**config.mk**
```make
export PLATFORM = sky130hd
export DESIGN_NAME = cpu_programming_model_regs
export DESIGN_NICKNAME = d
export VERILOG_FILES = /design/src/design/cpu_regs_pkg.sv /design/src/design/operand_merge.sv /design/src/design/pointer_reg.sv /design/src/design/cpu_programming_model_regs.sv
export SDC_FILE = /design/constraint.sdc
export NUM_CORES = 1
export LEC_CHECK = 0
export BUFFER_PORTS_ARGS = -buffer_cell sky130_fd_sc_hd__buf_2
export CORE_MARGIN = 4
export CORE_UTILIZATION = 30
export DETAILED_ROUTE_END_ITERATION = 10
export SLEW_MARGIN = 20
export SYNTH_ARGS = -nofsm -noshare
export SYNTH_HDL_FRONTEND = slang
export SYNTH_SLANG_ARGS = --single-unit
export TNS_END_PERCENT = 10
```
**constraint.sdc**
```tcl
create_clock -name core_clk -period 4.6 [get_ports core_clk]
set_clock_uncertainty 0.1 [all_clocks]
set_input_delay 0.23 -clock core_clk [delete_from_list [all_inputs] [get_ports core_clk]]
set_output_delay 0.23 -clock core_clk [all_outputs]
set_load 0.02 [all_outputs]
```
**src/design/cpu_regs_pkg.sv**
```systemverilog
// Shared constants, operand sizes and carrier types for the register set.
`default_nettype none
package cpu_regs_pkg;

   localparam int DATA_W = 32;
   localparam int PTR_W  = 24;
   localparam int UDP_W  = 16;
   localparam int GPR_N  = 8;
   localparam int ADDR_W = 5;

   // Register port offsets.
   localparam logic [ADDR_W-1:0] REG_GPR0    = 5'h00;
   localparam logic [ADDR_W-1:0] REG_GPR7    = 5'h07;
   localparam logic [ADDR_W-1:0] REG_PC      = 5'h08;
   localparam logic [ADDR_W-1:0] REG_ISP     = 5'h09;
   localparam logic [ADDR_W-1:0] REG_USP     = 5'h0A;
   localparam logic [ADDR_W-1:0] REG_FP      = 5'h0B;
   localparam logic [ADDR_W-1:0] REG_SB      = 5'h0C;
   localparam logic [ADDR_W-1:0] REG_DTB     = 5'h0D;
   localparam logic [ADDR_W-1:0] REG_UDP     = 5'h0E;
   localparam logic [ADDR_W-1:0] REG_PSW_LO  = 5'h0F;
   localparam logic [ADDR_W-1:0] REG_PSW_HI  = 5'h10;

   // Field positions inside the 16-bit status word.
   localparam int PSW_C = 0;
   localparam int PSW_T = 1;
   localparam int PSW_L = 2;
   localparam int PSW_F = 5;
   localparam int PSW_Z = 6;
   localparam int PSW_N = 7;
   localparam int PSW_U = 8;
   localparam int PSW_S = 9;
   localparam int PSW_P = 10;
   localparam int PSW_I = 11;

   // Reset values.
   localparam logic [DATA_W-1:0] WORD_RESET = 32'h0000_0000;
   localparam logic [7:0]        HALF_RESET = 8'h00;

   // Operand lengths in bytes, at the pointer width they are added to.
   localparam logic [PTR_W-1:0] LEN_BYTE  = 24'h000001;
   localparam logic [PTR_W-1:0] LEN_WORD  = 24'h000002;
   localparam logic [PTR_W-1:0] LEN_DWORD = 24'h000004;

   typedef enum logic [1:0] {
      OPSZ_BYTE  = 2'h0,
      OPSZ_WORD  = 2'h1,
      OPSZ_DWORD = 2'h2
   } op_size_t;

   typedef struct packed {
      logic [ADDR_W-1:0] addr;
      logic [DATA_W-1:0] wdata;
      op_size_t          size;
   } reg_req_t;

   typedef struct packed {
      logic [DATA_W-1:0] data;
      logic              refused;
   } reg_rsp_t;

endpackage
`default_nettype wire

```
**src/design/operand_merge.sv**
```systemverilog
// Merges a byte, word or double-word operand into the low part of a wider value.
`timescale 1ns/1ps
`default_nettype none
module operand_merge (
   input  wire logic [cpu_regs_pkg::DATA_W-1:0] base,
   input  wire logic [cpu_regs_pkg::DATA_W-1:0] operand,
   input  wire cpu_regs_pkg::op_size_t          size,
   output logic      [cpu_regs_pkg::DATA_W-1:0] merged
);
   import cpu_regs_pkg::*;

   always_comb begin
      unique case (size)
         OPSZ_BYTE:  merged = {base[DATA_W-1:8], operand[7:0]};
         OPSZ_WORD:  merged = {base[DATA_W-1:16], operand[15:0]};
         OPSZ_DWORD: merged = operand;
         default:    merged = operand;
      endcase
   end

endmodule
`default_nettype wire

```
**src/design/pointer_reg.sv**
```systemverilog
// Narrow dedicated register that stores only its significant bits and reads zero above them.
`timescale 1ns/1ps
`default_nettype none
module pointer_reg #(
   parameter int W = 24
) (
   input  wire logic                              core_clk,
   input  wire logic                              rst_n,
   input  wire logic                              load,
   input  wire logic [cpu_regs_pkg::DATA_W-1:0]   din,
   output logic      [cpu_regs_pkg::DATA_W-1:0]   q
);
   import cpu_regs_pkg::*;

   logic [W-1:0] held;

   if (W < 1 || W > DATA_W) begin : g_bad_width
      $error("pointer_reg width out of range");
   end

   // Upper data bits are dropped on the way in, so the stored value can never disagree.
   always_ff @(posedge core_clk or negedge rst_n) begin
      if (!rst_n) begin
         held <= '0;
      end else if (load) begin
         held <= din[W-1:0];
      end
   end

   assign q = DATA_W'(held);

endmodule
`default_nettype wire

```
**src/design/cpu_programming_model_regs.sv**
```systemverilog
// Architectural register set: general registers, pointers, status word and stack arithmetic.
//
// Behaviour
// - Eight 32-bit general registers.
// - Narrow operands touch only low bits.
// - Program counter holds current instruction address.
// - Pointer registers read upper byte zero.
// - Pointers carry 24 significant address bits.
// - Stack select picks interrupt or user pointer.
// - Stacks grow down; pointer at lowest byte.
// - Push pre-decrements by operand length.
// - Pop reads first, then post-increments.
// - Frame pointer loaded on entry, restored exit.
// - Frame pointer addresses saved old value.
// - Static base holds module globals' address.
// - Dispatch base holds trap table address.
// - Unit descriptor pointer is 16 bits.
// - Status word: two 8-bit independently accessed halves.
// - High status half refused in user mode.
// - Trap or interrupt clears stack select.
// - User bit set refuses privileged access.
//
// Decided for this implementation: the register addresses and strobed register access.
`timescale 1ns/1ps
`default_nettype none
module cpu_programming_model_regs (
   input  wire logic                            core_clk,
   input  wire logic                            rst_n,
   // Register port from the execution unit.
   input  wire cpu_regs_pkg::reg_req_t          reg_req,
   input  wire logic                            reg_wr,
   input  wire logic                            reg_rd,
   output cpu_regs_pkg::reg_rsp_t               reg_rsp,
   // Instruction sequencing.
   input  wire logic                            pc_load,
   input  wire logic [cpu_regs_pkg::DATA_W-1:0] pc_value,
   // Stack operations on the active stack.
   input  wire logic                            stk_push,
   input  wire logic                            stk_pop,
   input  wire cpu_regs_pkg::op_size_t          stk_size,
   output logic      [cpu_regs_pkg::DATA_W-1:0] stk_addr,
   // Procedure entry and exit.
   input  wire logic                            frame_enter,
   input  wire logic                            frame_exit,
   input  wire logic [cpu_regs_pkg::DATA_W-1:0] frame_restore,
   // Exception entry.
   input  wire logic                            trap_take,
   // State seen by the rest of the core.
   output logic      [cpu_regs_pkg::DATA_W-1:0] program_counter,
   output logic      [cpu_regs_pkg::DATA_W-1:0] active_stack_pointer,
   output logic      [cpu_regs_pkg::DATA_W-1:0] frame_pointer,
   output logic      [cpu_regs_pkg::DATA_W-1:0] static_base,
   output logic      [cpu_regs_pkg::DATA_W-1:0] dispatch_table_base,
   output logic      [cpu_regs_pkg::DATA_W-1:0] unit_descriptor_pointer,
   output logic      [15:0]                     processor_status_word,
   output logic                                 user_mode
);
   import cpu_regs_pkg::*;

   logic [DATA_W-1:0] gpr [GPR_N];
   logic [DATA_W-1:0] interrupt_stack_pointer;
   logic [DATA_W-1:0] user_stack_pointer;
   logic [7:0]        psw_lo;
   logic [7:0]        psw_hi;

   logic              stack_select;
   logic              gpr_hit;
   logic [2:0]        gpr_index;
   logic [DATA_W-1:0] gpr_selected;
   logic [DATA_W-1:0] gpr_written;
   logic [DATA_W-1:0] gpr_read_view;

   logic              push_any;
   logic [PTR_W-1:0]  push_len;
   logic [PTR_W-1:0]  pop_len;
   logic [PTR_W-1:0]  sp_pushed;
   logic [PTR_W-1:0]  sp_popped;
   logic              sp_move;
   logic [DATA_W-1:0] next_sp;

   logic              wr_pc;
   logic              wr_isp;
   logic              wr_usp;
   logic              wr_fp;
   logic              wr_sb;
   logic              wr_dtb;
   logic              wr_udp;
   logic              hi_refused;

   logic              load_pc;
   logic              load_isp;
   logic              load_usp;
   logic              load_fp;
   logic [DATA_W-1:0] next_pc;
   logic [DATA_W-1:0] next_fp;
   logic [DATA_W-1:0] read_value;

   // ---------------------------------------------------------------
   // Privilege and stack selection.
   // ---------------------------------------------------------------
   assign user_mode             = psw_hi[PSW_U-8];
   assign stack_select          = psw_hi[PSW_S-8];
   assign processor_status_word = {psw_hi, psw_lo};

   always_comb begin
      if (stack_select) begin
         active_stack_pointer = user_stack_pointer;
      end else begin
         active_stack_pointer = interrupt_stack_pointer;
      end
   end

   // ---------------------------------------------------------------
   // Write decode.
   // ---------------------------------------------------------------
   assign wr_pc  = reg_wr && (reg_req.addr == REG_PC);
   assign wr_isp = reg_wr && (reg_req.addr == REG_ISP);
   assign wr_usp = reg_wr && (reg_req.addr == REG_USP);
   assign wr_fp  = reg_wr && (reg_req.addr == REG_FP);
   assign wr_sb  = reg_wr && (reg_req.addr == REG_SB);
   assign wr_dtb = reg_wr && (reg_req.addr == REG_DTB);
   assign wr_udp = reg_wr && (reg_req.addr == REG_UDP);

   // A user-mode program must not reach the half that holds its own privilege bit.
   assign hi_refused = (reg_wr || reg_rd) && (reg_req.addr == REG_PSW_HI)
                       && user_mode;

   // ---------------------------------------------------------------
   // Stack arithmetic on the active pointer, 24 bits wide with wrap.
   // ---------------------------------------------------------------
   function automatic logic [PTR_W-1:0] size_len(input op_size_t s);
      unique case (s)
         OPSZ_BYTE:  size_len = LEN_BYTE;
         OPSZ_WORD:  size_len = LEN_WORD;
         OPSZ_DWORD: size_len = LEN_DWORD;
         default:    size_len = LEN_DWORD;
      endcase
   endfunction

   // Entry saves the old frame pointer as a double word, so it is a push of four bytes.
   assign push_any  = stk_push || frame_enter;
   assign push_len  = frame_enter ? LEN_DWORD : size_len(stk_size);
   assign pop_len   = size_len(stk_size);
   assign sp_pushed = active_stack_pointer[PTR_W-1:0] - push_len;
   assign sp_popped = active_stack_pointer[PTR_W-1:0] + pop_len;
   assign sp_move   = push_any || stk_pop;

   always_comb begin
      if (push_any) begin
         next_sp = DATA_W'(sp_pushed);
      end else begin
         next_sp = DATA_W'(sp_popped);
      end
   end

   // The stack operation outranks a software write to the same pointer in one cycle.
   always_comb begin
      load_isp = (sp_move && !stack_select) || wr_isp;
      load_usp = (sp_move && stack_select) || wr_usp;
   end

   // Memory address for the operand: new top on a push, old top on a pop.
   always_ff @(posedge core_clk or negedge rst_n) begin
      if (!rst_n) begin
         stk_addr <= WORD_RESET;
      end else if (push_any) begin
         stk_addr <= DATA_W'(sp_pushed);
      end else if (stk_pop) begin
         stk_addr <= DATA_W'(active_stack_pointer[PTR_W-1:0]);
      end
   end

   pointer_reg #(
      .W (PTR_W)
   ) u_isp (
      .core_clk (core_clk),
      .rst_n    (rst_n),
      .load     (load_isp),
      .din      (sp_move && !stack_select ? next_sp : reg_req.wdata),
      .q        (interrupt_stack_pointer)
   );

   pointer_reg #(
      .W (PTR_W)
   ) u_usp (
      .core_clk (core_clk),
      .rst_n    (rst_n),
      .load     (load_usp),
      .din      (sp_move && stack_select ? next_sp : reg_req.wdata),
      .q        (user_stack_pointer)
   );

   // ---------------------------------------------------------------
   // Program counter: sequencing wins over a software write.
   // ---------------------------------------------------------------
   assign load_pc = pc_load || wr_pc;
   assign next_pc = pc_load ? pc_value : reg_req.wdata;

   pointer_reg #(
      .W (PTR_W)
   ) u_pc (
      .core_clk (core_clk),
      .rst_n    (rst_n),
      .load     (load_pc),
      .din      (next_pc),
      .q        (program_counter)
   );

   // ---------------------------------------------------------------
   // Frame pointer: entry points it at the slot holding the old value.
   // ---------------------------------------------------------------
   assign load_fp = frame_enter || frame_exit || wr_fp;

   always_comb begin
      if (frame_enter) begin
         next_fp = DATA_W'(sp_pushed);
      end else if (frame_exit) begin
         next_fp = frame_restore;
      end else begin
         next_fp = reg_req.wdata;
      end
   end

   pointer_reg #(
      .W (PTR_W)
   ) u_fp (
      .core_clk (core_clk),
      .rst_n    (rst_n),
      .load     (load_fp),
      .din      (next_fp),
      .q        (frame_pointer)
   );

   pointer_reg #(
      .W (PTR_W)
   ) u_sb (
      .core_clk (core_clk),
      .rst_n    (rst_n),
      .load     (wr_sb),
      .din      (reg_req.wdata),
      .q        (static_base)
   );

   pointer_reg #(
      .W (PTR_W)
   ) u_dtb (
      .core_clk (core_clk),
      .rst_n    (rst_n),
      .load     (wr_dtb),
      .din      (reg_req.wdata),
      .q        (dispatch_table_base)
   );

   // Descriptors must sit in the first 64 KiB because only 16 bits are kept.
   pointer_reg #(
      .W (UDP_W)
   ) u_udp (
      .core_clk (core_clk),
      .rst_n    (rst_n),
      .load     (wr_udp),
      .din      (reg_req.wdata),
      .q        (unit_descriptor_pointer)
   );

   // ---------------------------------------------------------------
   // General registers with partial-width access.
   // ---------------------------------------------------------------
   assign gpr_hit      = (reg_req.addr <= REG_GPR7);
   assign gpr_index    = reg_req.addr[2:0];
   assign gpr_selected = gpr[gpr_index];

   operand_merge u_wr_merge (
      .base    (gpr_selected),
      .operand (reg_req.wdata),
      .size    (reg_req.size),
      .merged  (gpr_written)
   );

   operand_merge u_rd_merge (
      .base    (WORD_RESET),
      .operand (gpr_selected),
      .size    (reg_req.size),
      .merged  (gpr_read_view)
   );

   always_ff @(posedge core_clk or negedge rst_n) begin
      if (!rst_n) begin
         for (int i = 0; i < GPR_N; i++) begin
            gpr[i] <= WORD_RESET;
         end
      end else if (reg_wr && gpr_hit) begin
         gpr[gpr_index] <= gpr_written;
      end
   end

   // ---------------------------------------------------------------
   // Status word halves.
   // ---------------------------------------------------------------
   always_ff @(posedge core_clk or negedge rst_n) begin
      if (!rst_n) begin
         psw_lo <= HALF_RESET;
      end else if (reg_wr && (reg_req.addr == REG_PSW_LO)) begin
         psw_lo <= reg_req.wdata[7:0];
      end
   end

   // Exception entry is applied after a same-cycle write so the interrupt stack is certain.
   always_ff @(posedge core_clk or negedge rst_n) begin
      if (!rst_n) begin
         psw_hi <= HALF_RESET;
      end else begin
         if (reg_wr && (reg_req.addr == REG_PSW_HI) && !user_mode) begin
            psw_hi <= reg_req.wdata[7:0];
         end
         if (trap_take) begin
            psw_hi[PSW_S-8] <= 1'b0;
            if (reg_wr && (reg_req.addr == REG_PSW_HI) && !user_mode) begin
               psw_hi <= {reg_req.wdata[7:PSW_S-7], 1'b0, reg_req.wdata[PSW_S-9:0]};
            end
         end
      end
   end

   // ---------------------------------------------------------------
   // Read path: answer in the following cycle only.
   // ---------------------------------------------------------------
   always_comb begin
      read_value = WORD_RESET;
      if (gpr_hit) begin
         read_value = gpr_read_view;
      end else begin
         unique case (reg_req.addr)
            REG_PC:     read_value = program_counter;
            REG_ISP:    read_value = interrupt_stack_pointer;
            REG_USP:    read_value = user_stack_pointer;
            REG_FP:     read_value = frame_pointer;
            REG_SB:     read_value = static_base;
            REG_DTB:    read_value = dispatch_table_base;
            REG_UDP:    read_value = unit_descriptor_pointer;
            REG_PSW_LO: read_value = DATA_W'(psw_lo);
            REG_PSW_HI: read_value = user_mode ? WORD_RESET : DATA_W'(psw_hi);
            default:    read_value = WORD_RESET;
         endcase
      end
   end

   // One process owns the whole response, so the struct has a single driver.
   always_ff @(posedge core_clk or negedge rst_n) begin
      if (!rst_n) begin
         reg_rsp <= '{data: WORD_RESET, refused: 1'b0};
      end else begin
         reg_rsp.data    <= reg_rd ? read_value : WORD_RESET;
         reg_rsp.refused <= hi_refused;
      end
   end

endmodule
`default_nettype wire

```
# Yosys cells after proc, flatten, opt, wreduce, memory -nomap -nowiden
# Index checks and enable logic that the tools add are counted.
[classes]
addsub = 2
n_lt_le_gt_ge = 3
n_eq_ne = 11
n_mux = 26
bitwise = 1
reduce_logical = 30
[ops]
columns = ["op", "n"]
rows = [
  ["256-bit bitwise mux", 1],
  ["32-bit two-way mux", 7],
  ["24-bit one-hot mux with 9 select lines", 1],
  ["24-bit two-way mux", 8],
  ["32-bit one-hot mux with 2 select lines", 2],
  ["32-bit binary-select mux with 3-bit select", 1],
  ["32-bit demux with 3-bit select", 1],
  ["5-bit by 4-bit equality test with 1-bit output, second input constant", 8],
  ["8-bit two-way mux", 4],
  ["24-bit adder", 1],
  ["24-bit subtractor", 1],
  ["1-bit logical AND", 16],
  ["1-bit logical OR", 8],
  ["3-bit one-hot mux with 2 select lines", 1],
  ["5-bit equality test, second input constant", 1],
  ["5-bit by 3-bit <= comparator with 1-bit output, second input constant", 1],
  ["2-bit by 1-bit equality test with 1-bit output, second input constant", 2],
  ["4-bit >= comparator, second input constant", 1],
  ["2-bit zero test", 2],
  ["4-bit by 1-bit < comparator with 1-bit output, second input constant", 1],
  ["3-bit inverter with 4-bit output", 1],
  ["2-bit nonzero test", 2],
  ["1-bit zero test", 2],
]
[totals]
regBits = 497
output_inout_bits = 274
elab_cells = 94

# Depth between registers and ports, before layout
[logic_depth]
ltp_word = 7
mapped_depth = 15
ltp_nobuf = 10

# Modules after synthesis
# From an unflattened synthesis, not the netlist that was laid out.
[unflattened]
hier_cells = 2125
hier_area_um2 = 27131.0
[by_module_without_submodules]
columns = ["module", "n_inst", "cells_each", "area_per_inst_um2", "seq_area_each_um2"]
rows = [
  ["cpu_programming_model_regs", 1, 1644, 19153.4, 8232.9],
  ["pointer_reg (u_dtb ...)", 6, 60, 1061.0, 600.6],
  ["operand_merge", 2, 35, 419.2, 0.0],
  ["pointer_reg (u_udp)", 1, 51, 773.2, 400.4],
]

# Least setup slack after synthesis
# Ideal clock, no wire load.
[synth_path]
kind = "register to register"
from = "register psw_hi[1]"
to = "register u_fp.held[19]"
setup_ns = 0.125
arrival_ns = 3.608
t_required_ns = 4.375
slack_ns = 0.767
stages_incl_launch_ff = 14
path_buffers = 5
synth_period_minus_slack_ns = 3.833
cell_sequence = "dfrtp_1 buf_6 buf_6 buf_6 buf_2 buf_2 mux2_2 ha_1 nor2b_1 o21ai_0 nand4_1 or4_1 and2_1 mux2_2"
[synth_via]
elab_chain_len = 3
[synth_lines]
columns = ["element", "line_no", "rtl"]
rows = [
  ["from (decl)", "cpu_programming_model_regs.sv:64", "logic [7:0] psw_hi;"],
  ["from (signal assigned)", "cpu_programming_model_regs.sv:313", "psw_hi <= reg_req.wdata[7:0];"],
  ["from (signal assigned)", "cpu_programming_model_regs.sv:318", "psw_hi <= {reg_req.wdata[7:PSW_S-7], 1'b0, reg_req.wdata[PSW_S-9:0]};"],
  ["24-bit two-way mux", "cpu_programming_model_regs.sv:106", "if (stack_select) begin"],
  ["net active_stack_pointer, one bit", "cpu_programming_model_regs.sv:50", "output logic [cpu_regs_pkg::DATA_W-1:0] active_stack_pointer,"],
  ["24-bit subtractor", "cpu_programming_model_regs.sv:144", "assign sp_pushed = active_stack_pointer[PTR_W-1:0] - push_len;"],
  ["24-bit two-way mux", "cpu_programming_model_regs.sv:215", "if (frame_enter) begin"],
  ["to (signal assigned)", "pointer_reg.sv:26", "held <= din[W-1:0];"],
  ["to (decl)", "pointer_reg.sv:15", "logic [W-1:0] held;"],
]
# The timed path passes the listed nets, and every way through them passes these cells.
# A chain may end at the register's enable or synchronous reset.

# Worst setup path in the final report
[layout_path]
from = "register psw_hi[1]"
to = "register u_fp.held[19]"
[layout_via]
elab_chain_len = 3
[layout_lines]
columns = ["element", "line_no"]
rows = [
  ["24-bit two-way mux", "cpu_programming_model_regs.sv:106"],
  ["24-bit subtractor", "cpu_programming_model_regs.sv:144"],
  ["24-bit two-way mux", "cpu_programming_model_regs.sv:215"],
]
# Every way passes these cells.

==> flow_metrics.py <==
metrics = {
    "place": {
        "portBuffers": 308,
        "dp_hpwl_um": 61900,
        "dpl_cell_area_sq_um": 27600,
        "finalWeightedCongestion": 0.906,
        "dp_slack_ns": 0.966,
    },
    "worst_setup_path": {
        "slowest_delay_ns": 0.66,
        "endpoint_kind": "flip-flop",
        "crit-reg2reg-launch": "psw_hi[1]",
        "startpoint_type": "flip-flop",
        "path_cells": "buf_4 > mux2i_4 > inv_1 > nor2_2 > nand4_1 > or4_1 > and2_1 > mux2_2",
        "crit_fanout": 67,
        "crit_start": "psw_hi[1]",
        "critical_path_class": "reg2reg",
        "crit_path_top_delay_cell": "buf_4",
        "crit_required_ns": 5.02,
        "cp_top_family": "simple AND/OR/NAND/NOR gates",
        "crit_buf_inv": 2,
        "cp.arrival_ns": 4.15,
    },
    "clock_network": {
        "cts_sinks": 489,
        "cts_tree": "done",
        "cts.clk_slew.worst_paths_ns": 0.06,
        "h-tree-depth": 2,
        "cts_setup_buffers": 0,
        "cts-root-buf": "clkbuf_16",
        "post_cts_resized": 0,
        "cts_buffers": 56,
        "clock_latency_ns": 0.64,
        "cts_buffer_depth": 3,
    },
    "min_path": {
        "hp-start": "reg_req[7]",
        "hold_class": "in2reg",
    },
    "finish": {
        "num_antenna_cells": 0,
        "drive_above_1_share_pct": 38.3,
        "fillers": 8135,
        "fin_nets": 2564,
        "finalInstanceArea_sq_um": 30600,
        "area_growth_pct": 21.8,
    },
    "timing": {
        "period_share_pct": 81.0,
        "drv_slew": 0,
        "rsz0062_at_grt": "false",
        "worst_hold_slack_ns": 0.0404,
        "max_slew.worst_pin.slew_ns": 1.09,
        "max_slew_margin_pct": 27.3,
        "fin_ws_ns": 0.873,
        "timing.final.hold_violations": 0,
        "max_freq_ghz": 0.268,
        "min_period_ns": 3.73,
        "setup_viol": 0,
        "tns_ns": 0,
    },
    "route": {
        "dr.first_iter.drc_count": 1823,
        "drc_errors": 0,
        "viasPerCell": 5.36,
        "first_pass_iters": 5,
        "ant_nets": 0,
        "finalWirelength_um": 89800,
        "vias": 19062,
        "wl_per_cell_um": 25.3,
    },
    "synth": {
        "syn_area_sq_um": 25100,
        "synth_warnings": 0,
        "synth-edff-count": 0,
        "synth-seq-area-share_pct": 48.7,
        "synthFlopType": "dfrtp_1",
        "avgSynthCellArea_sq_um": 12.1,
        "syn_inst": 2076,
        "synth_seq_cells": 489,
        "synthArstFlopShare_pct": 100,
        "ys_types": 79,
    },
    "power": {
        "p_int_uw": 9690,
        "vdd_drop_max_mv": 0.307,
        "p_sw_uw": 5060,
        "leakagePower_uw": 0.0143,
        "power_frac_clock_pct": 32.5,
        "p_comb_share_pct": 27.1,
        "switching_share_pct": 34.3,
        "powerDensity_nw_per_um2": 482,
        "power_frac_seq_pct": 40.4,
    },
    "job": {
        "cap_violations": 0,
    },
    "die": {
        "die-area_sq_um": 88500,
        "start_util_pct": 30.5,
        "num_io_pins": 389,
        "fp.dieH_um": 297,
        "fp.dieW_um": 297,
        "coreArea_sq_um": 82500,
        "std_cell_rows": 105,
    },
    "global_routing": {
        "grt_pass1_vias": 19018,
        "antenna_found_initial": 5,
        "grt_max_degree": 141,
        "globalRouteOverflowTotal": 0,
        "grt_pass1_wl_um": 133000,
        "grt_use_total_pct": 19.8,
    },
    "run_status": {
        "status": "finished clean",
    },
}
[worst paths after layout]
kind                                  end  slack [ns]  cells past startpoint
max                         u_fp.held[19]        0.87                      8
min                         u_usp.held[5]        0.04                      3
max reg2reg                 u_fp.held[19]        0.87                      8
min reg2reg                      gpr[126]        0.40                      1
max in group asynchronous  u_dtb.held[23]        3.03                      3
min in group asynchronous  u_udp.held[10]        0.13                      2
[cell families (layout without fill, tap and decap cells)]
kind of cell	count (synthesis)	count (layout)	share of synthesized area [%]
adders and majority gates	8	8	0.458
buffers and inverters	240	587	4.97
muxes	573	573	28.1
DFF	489	489	48.7
xor gates and xnor gates	34	34	1.18
and+or+nand+nor	352	352	6.76
other	1	64	0.0149
AOI/OAI and AO/OA	379	379	9.82
[state kept, by name (all words and copies together) (netlist names), 8 cells and up, named ones only]
name / cells
gpr: 256
u_isp.held: 24
u_sb.held: 24
u_udp.held: 16
u_usp.held: 24
reg_rsp: 33
u_fp.held: 24
u_pc.held: 24
u_dtb.held: 24
psw_lo: 8
stk_addr: 24
[tightest hold or removal path: stages]
cell     delay (ns)
buf_2          0.24
mux2i_1        0.18
o21ai_0        0.09
[per-stage QoR]
stage | instances | power, uW | util (%)
3_3_place_gp | 3356 | 9850 | 33.5
2_1_floorplan | 2139 | 8350 | -
4_1_cts | 3556 | 14800 | 37.1
3_5_place_dp | 3356 | 9910 | 33.5
5_1_grt | 3556 | 15400 | 37.1
6_report | 3556 | 14800 | 37.1
[layout make-up]
type | instances | area [sq um] | area share, %
Clock buffer | 82 | 1660 | 5.43
Tap cell | 1070 | 1340 | 4.38
Multi-Input combinational cell | 1410 | 11900 | 39.0
Clock inverter | 21 | 322 | 1.05
Inverter | 33 | 124 | 0.405
Timing Repair Buffer | 451 | 2980 | 9.72
Sequential cell | 489 | 12200 | 40.0
[metal layers]
metal  track usage [%]  part of all wire [%]
met5                 0                 0.030
met3              4.83                   8.5
met4              5.62                   3.0
met2              31.4                    46
met1              27.0                    43
[cells in the mapped netlist (all sizes together) (7+ instances only)]
cell type / count / area share [%]
a21o: 8 / 0.24
a22oi: 36 / 1.1
a31oi: 25 / 0.62
nor3: 23 / 0.56
mux4: 64 / 5.7
a222oi: 16 / 0.64
nor3b: 9 / 0.33
nand4: 7 / 0.17
nand3: 17 / 0.34
o21ai: 131 / 2.6
nor2: 105 / 1.6
nor4: 8 / 0.31
inv: 33 / 0.49
dfrtp: 489 / 49
a21oi: 71 / 1.4
nand2: 136 / 2.0
a221oi: 27 / 0.94
buf: 123 / 3.2
clkbuf: 84 / 1.3
xnor2: 33 / 1.2
mux2: 403 / 18
a22o: 15 / 0.52
mux2i: 106 / 4.3
[layout by cell type (no fill, tap or decap), drive strengths merged, types with 4 or more instances in the layout]
master       count
a211oi           4
a21o             8
a21oi           71
a221oi          27
a222oi          16
a22o            15
a22oi           36
a31oi           25
a32oi            6
and2             6
and3             6
and4             5
buf            354
bufinv           7
clkbuf          82
clkinv          10
conb            64
dfrtp          489
dlygate4sd3     97
ha               6
inv             35
mux2           403
mux2i          106
mux4            64
nand2          136
nand3           17
nand3b           6
nand4            7
nor2           105
nor2b            6
nor3            23
nor3b            9
nor4             8
o21a             6
o21ai          131
o221ai           4
o32ai            6
or2              4
xnor2           33
[power groups by stage]
stage | registers [uW] | clock network [uW] | logic [uW]
after global placement | 5980 | 0 | 3880
after detailed placement | 6000 | 0 | 3910
after floorplan | 6090 | 0 | 2250
after CTS | 5930 | 4910 | 4010
final | 5960 | 4800 | 3990
after global routing | 6050 | 5080 | 4310
[repair_timing]
| item | CTS | global route |
|---|---|---|
| hold endpoints to repair | 189 | 0 |
| endpoints found under the setup margin | 0 | 0 |
| hold buffers | 97 | 0 |
Note: power is estimated with default switching activity, not from simulation.
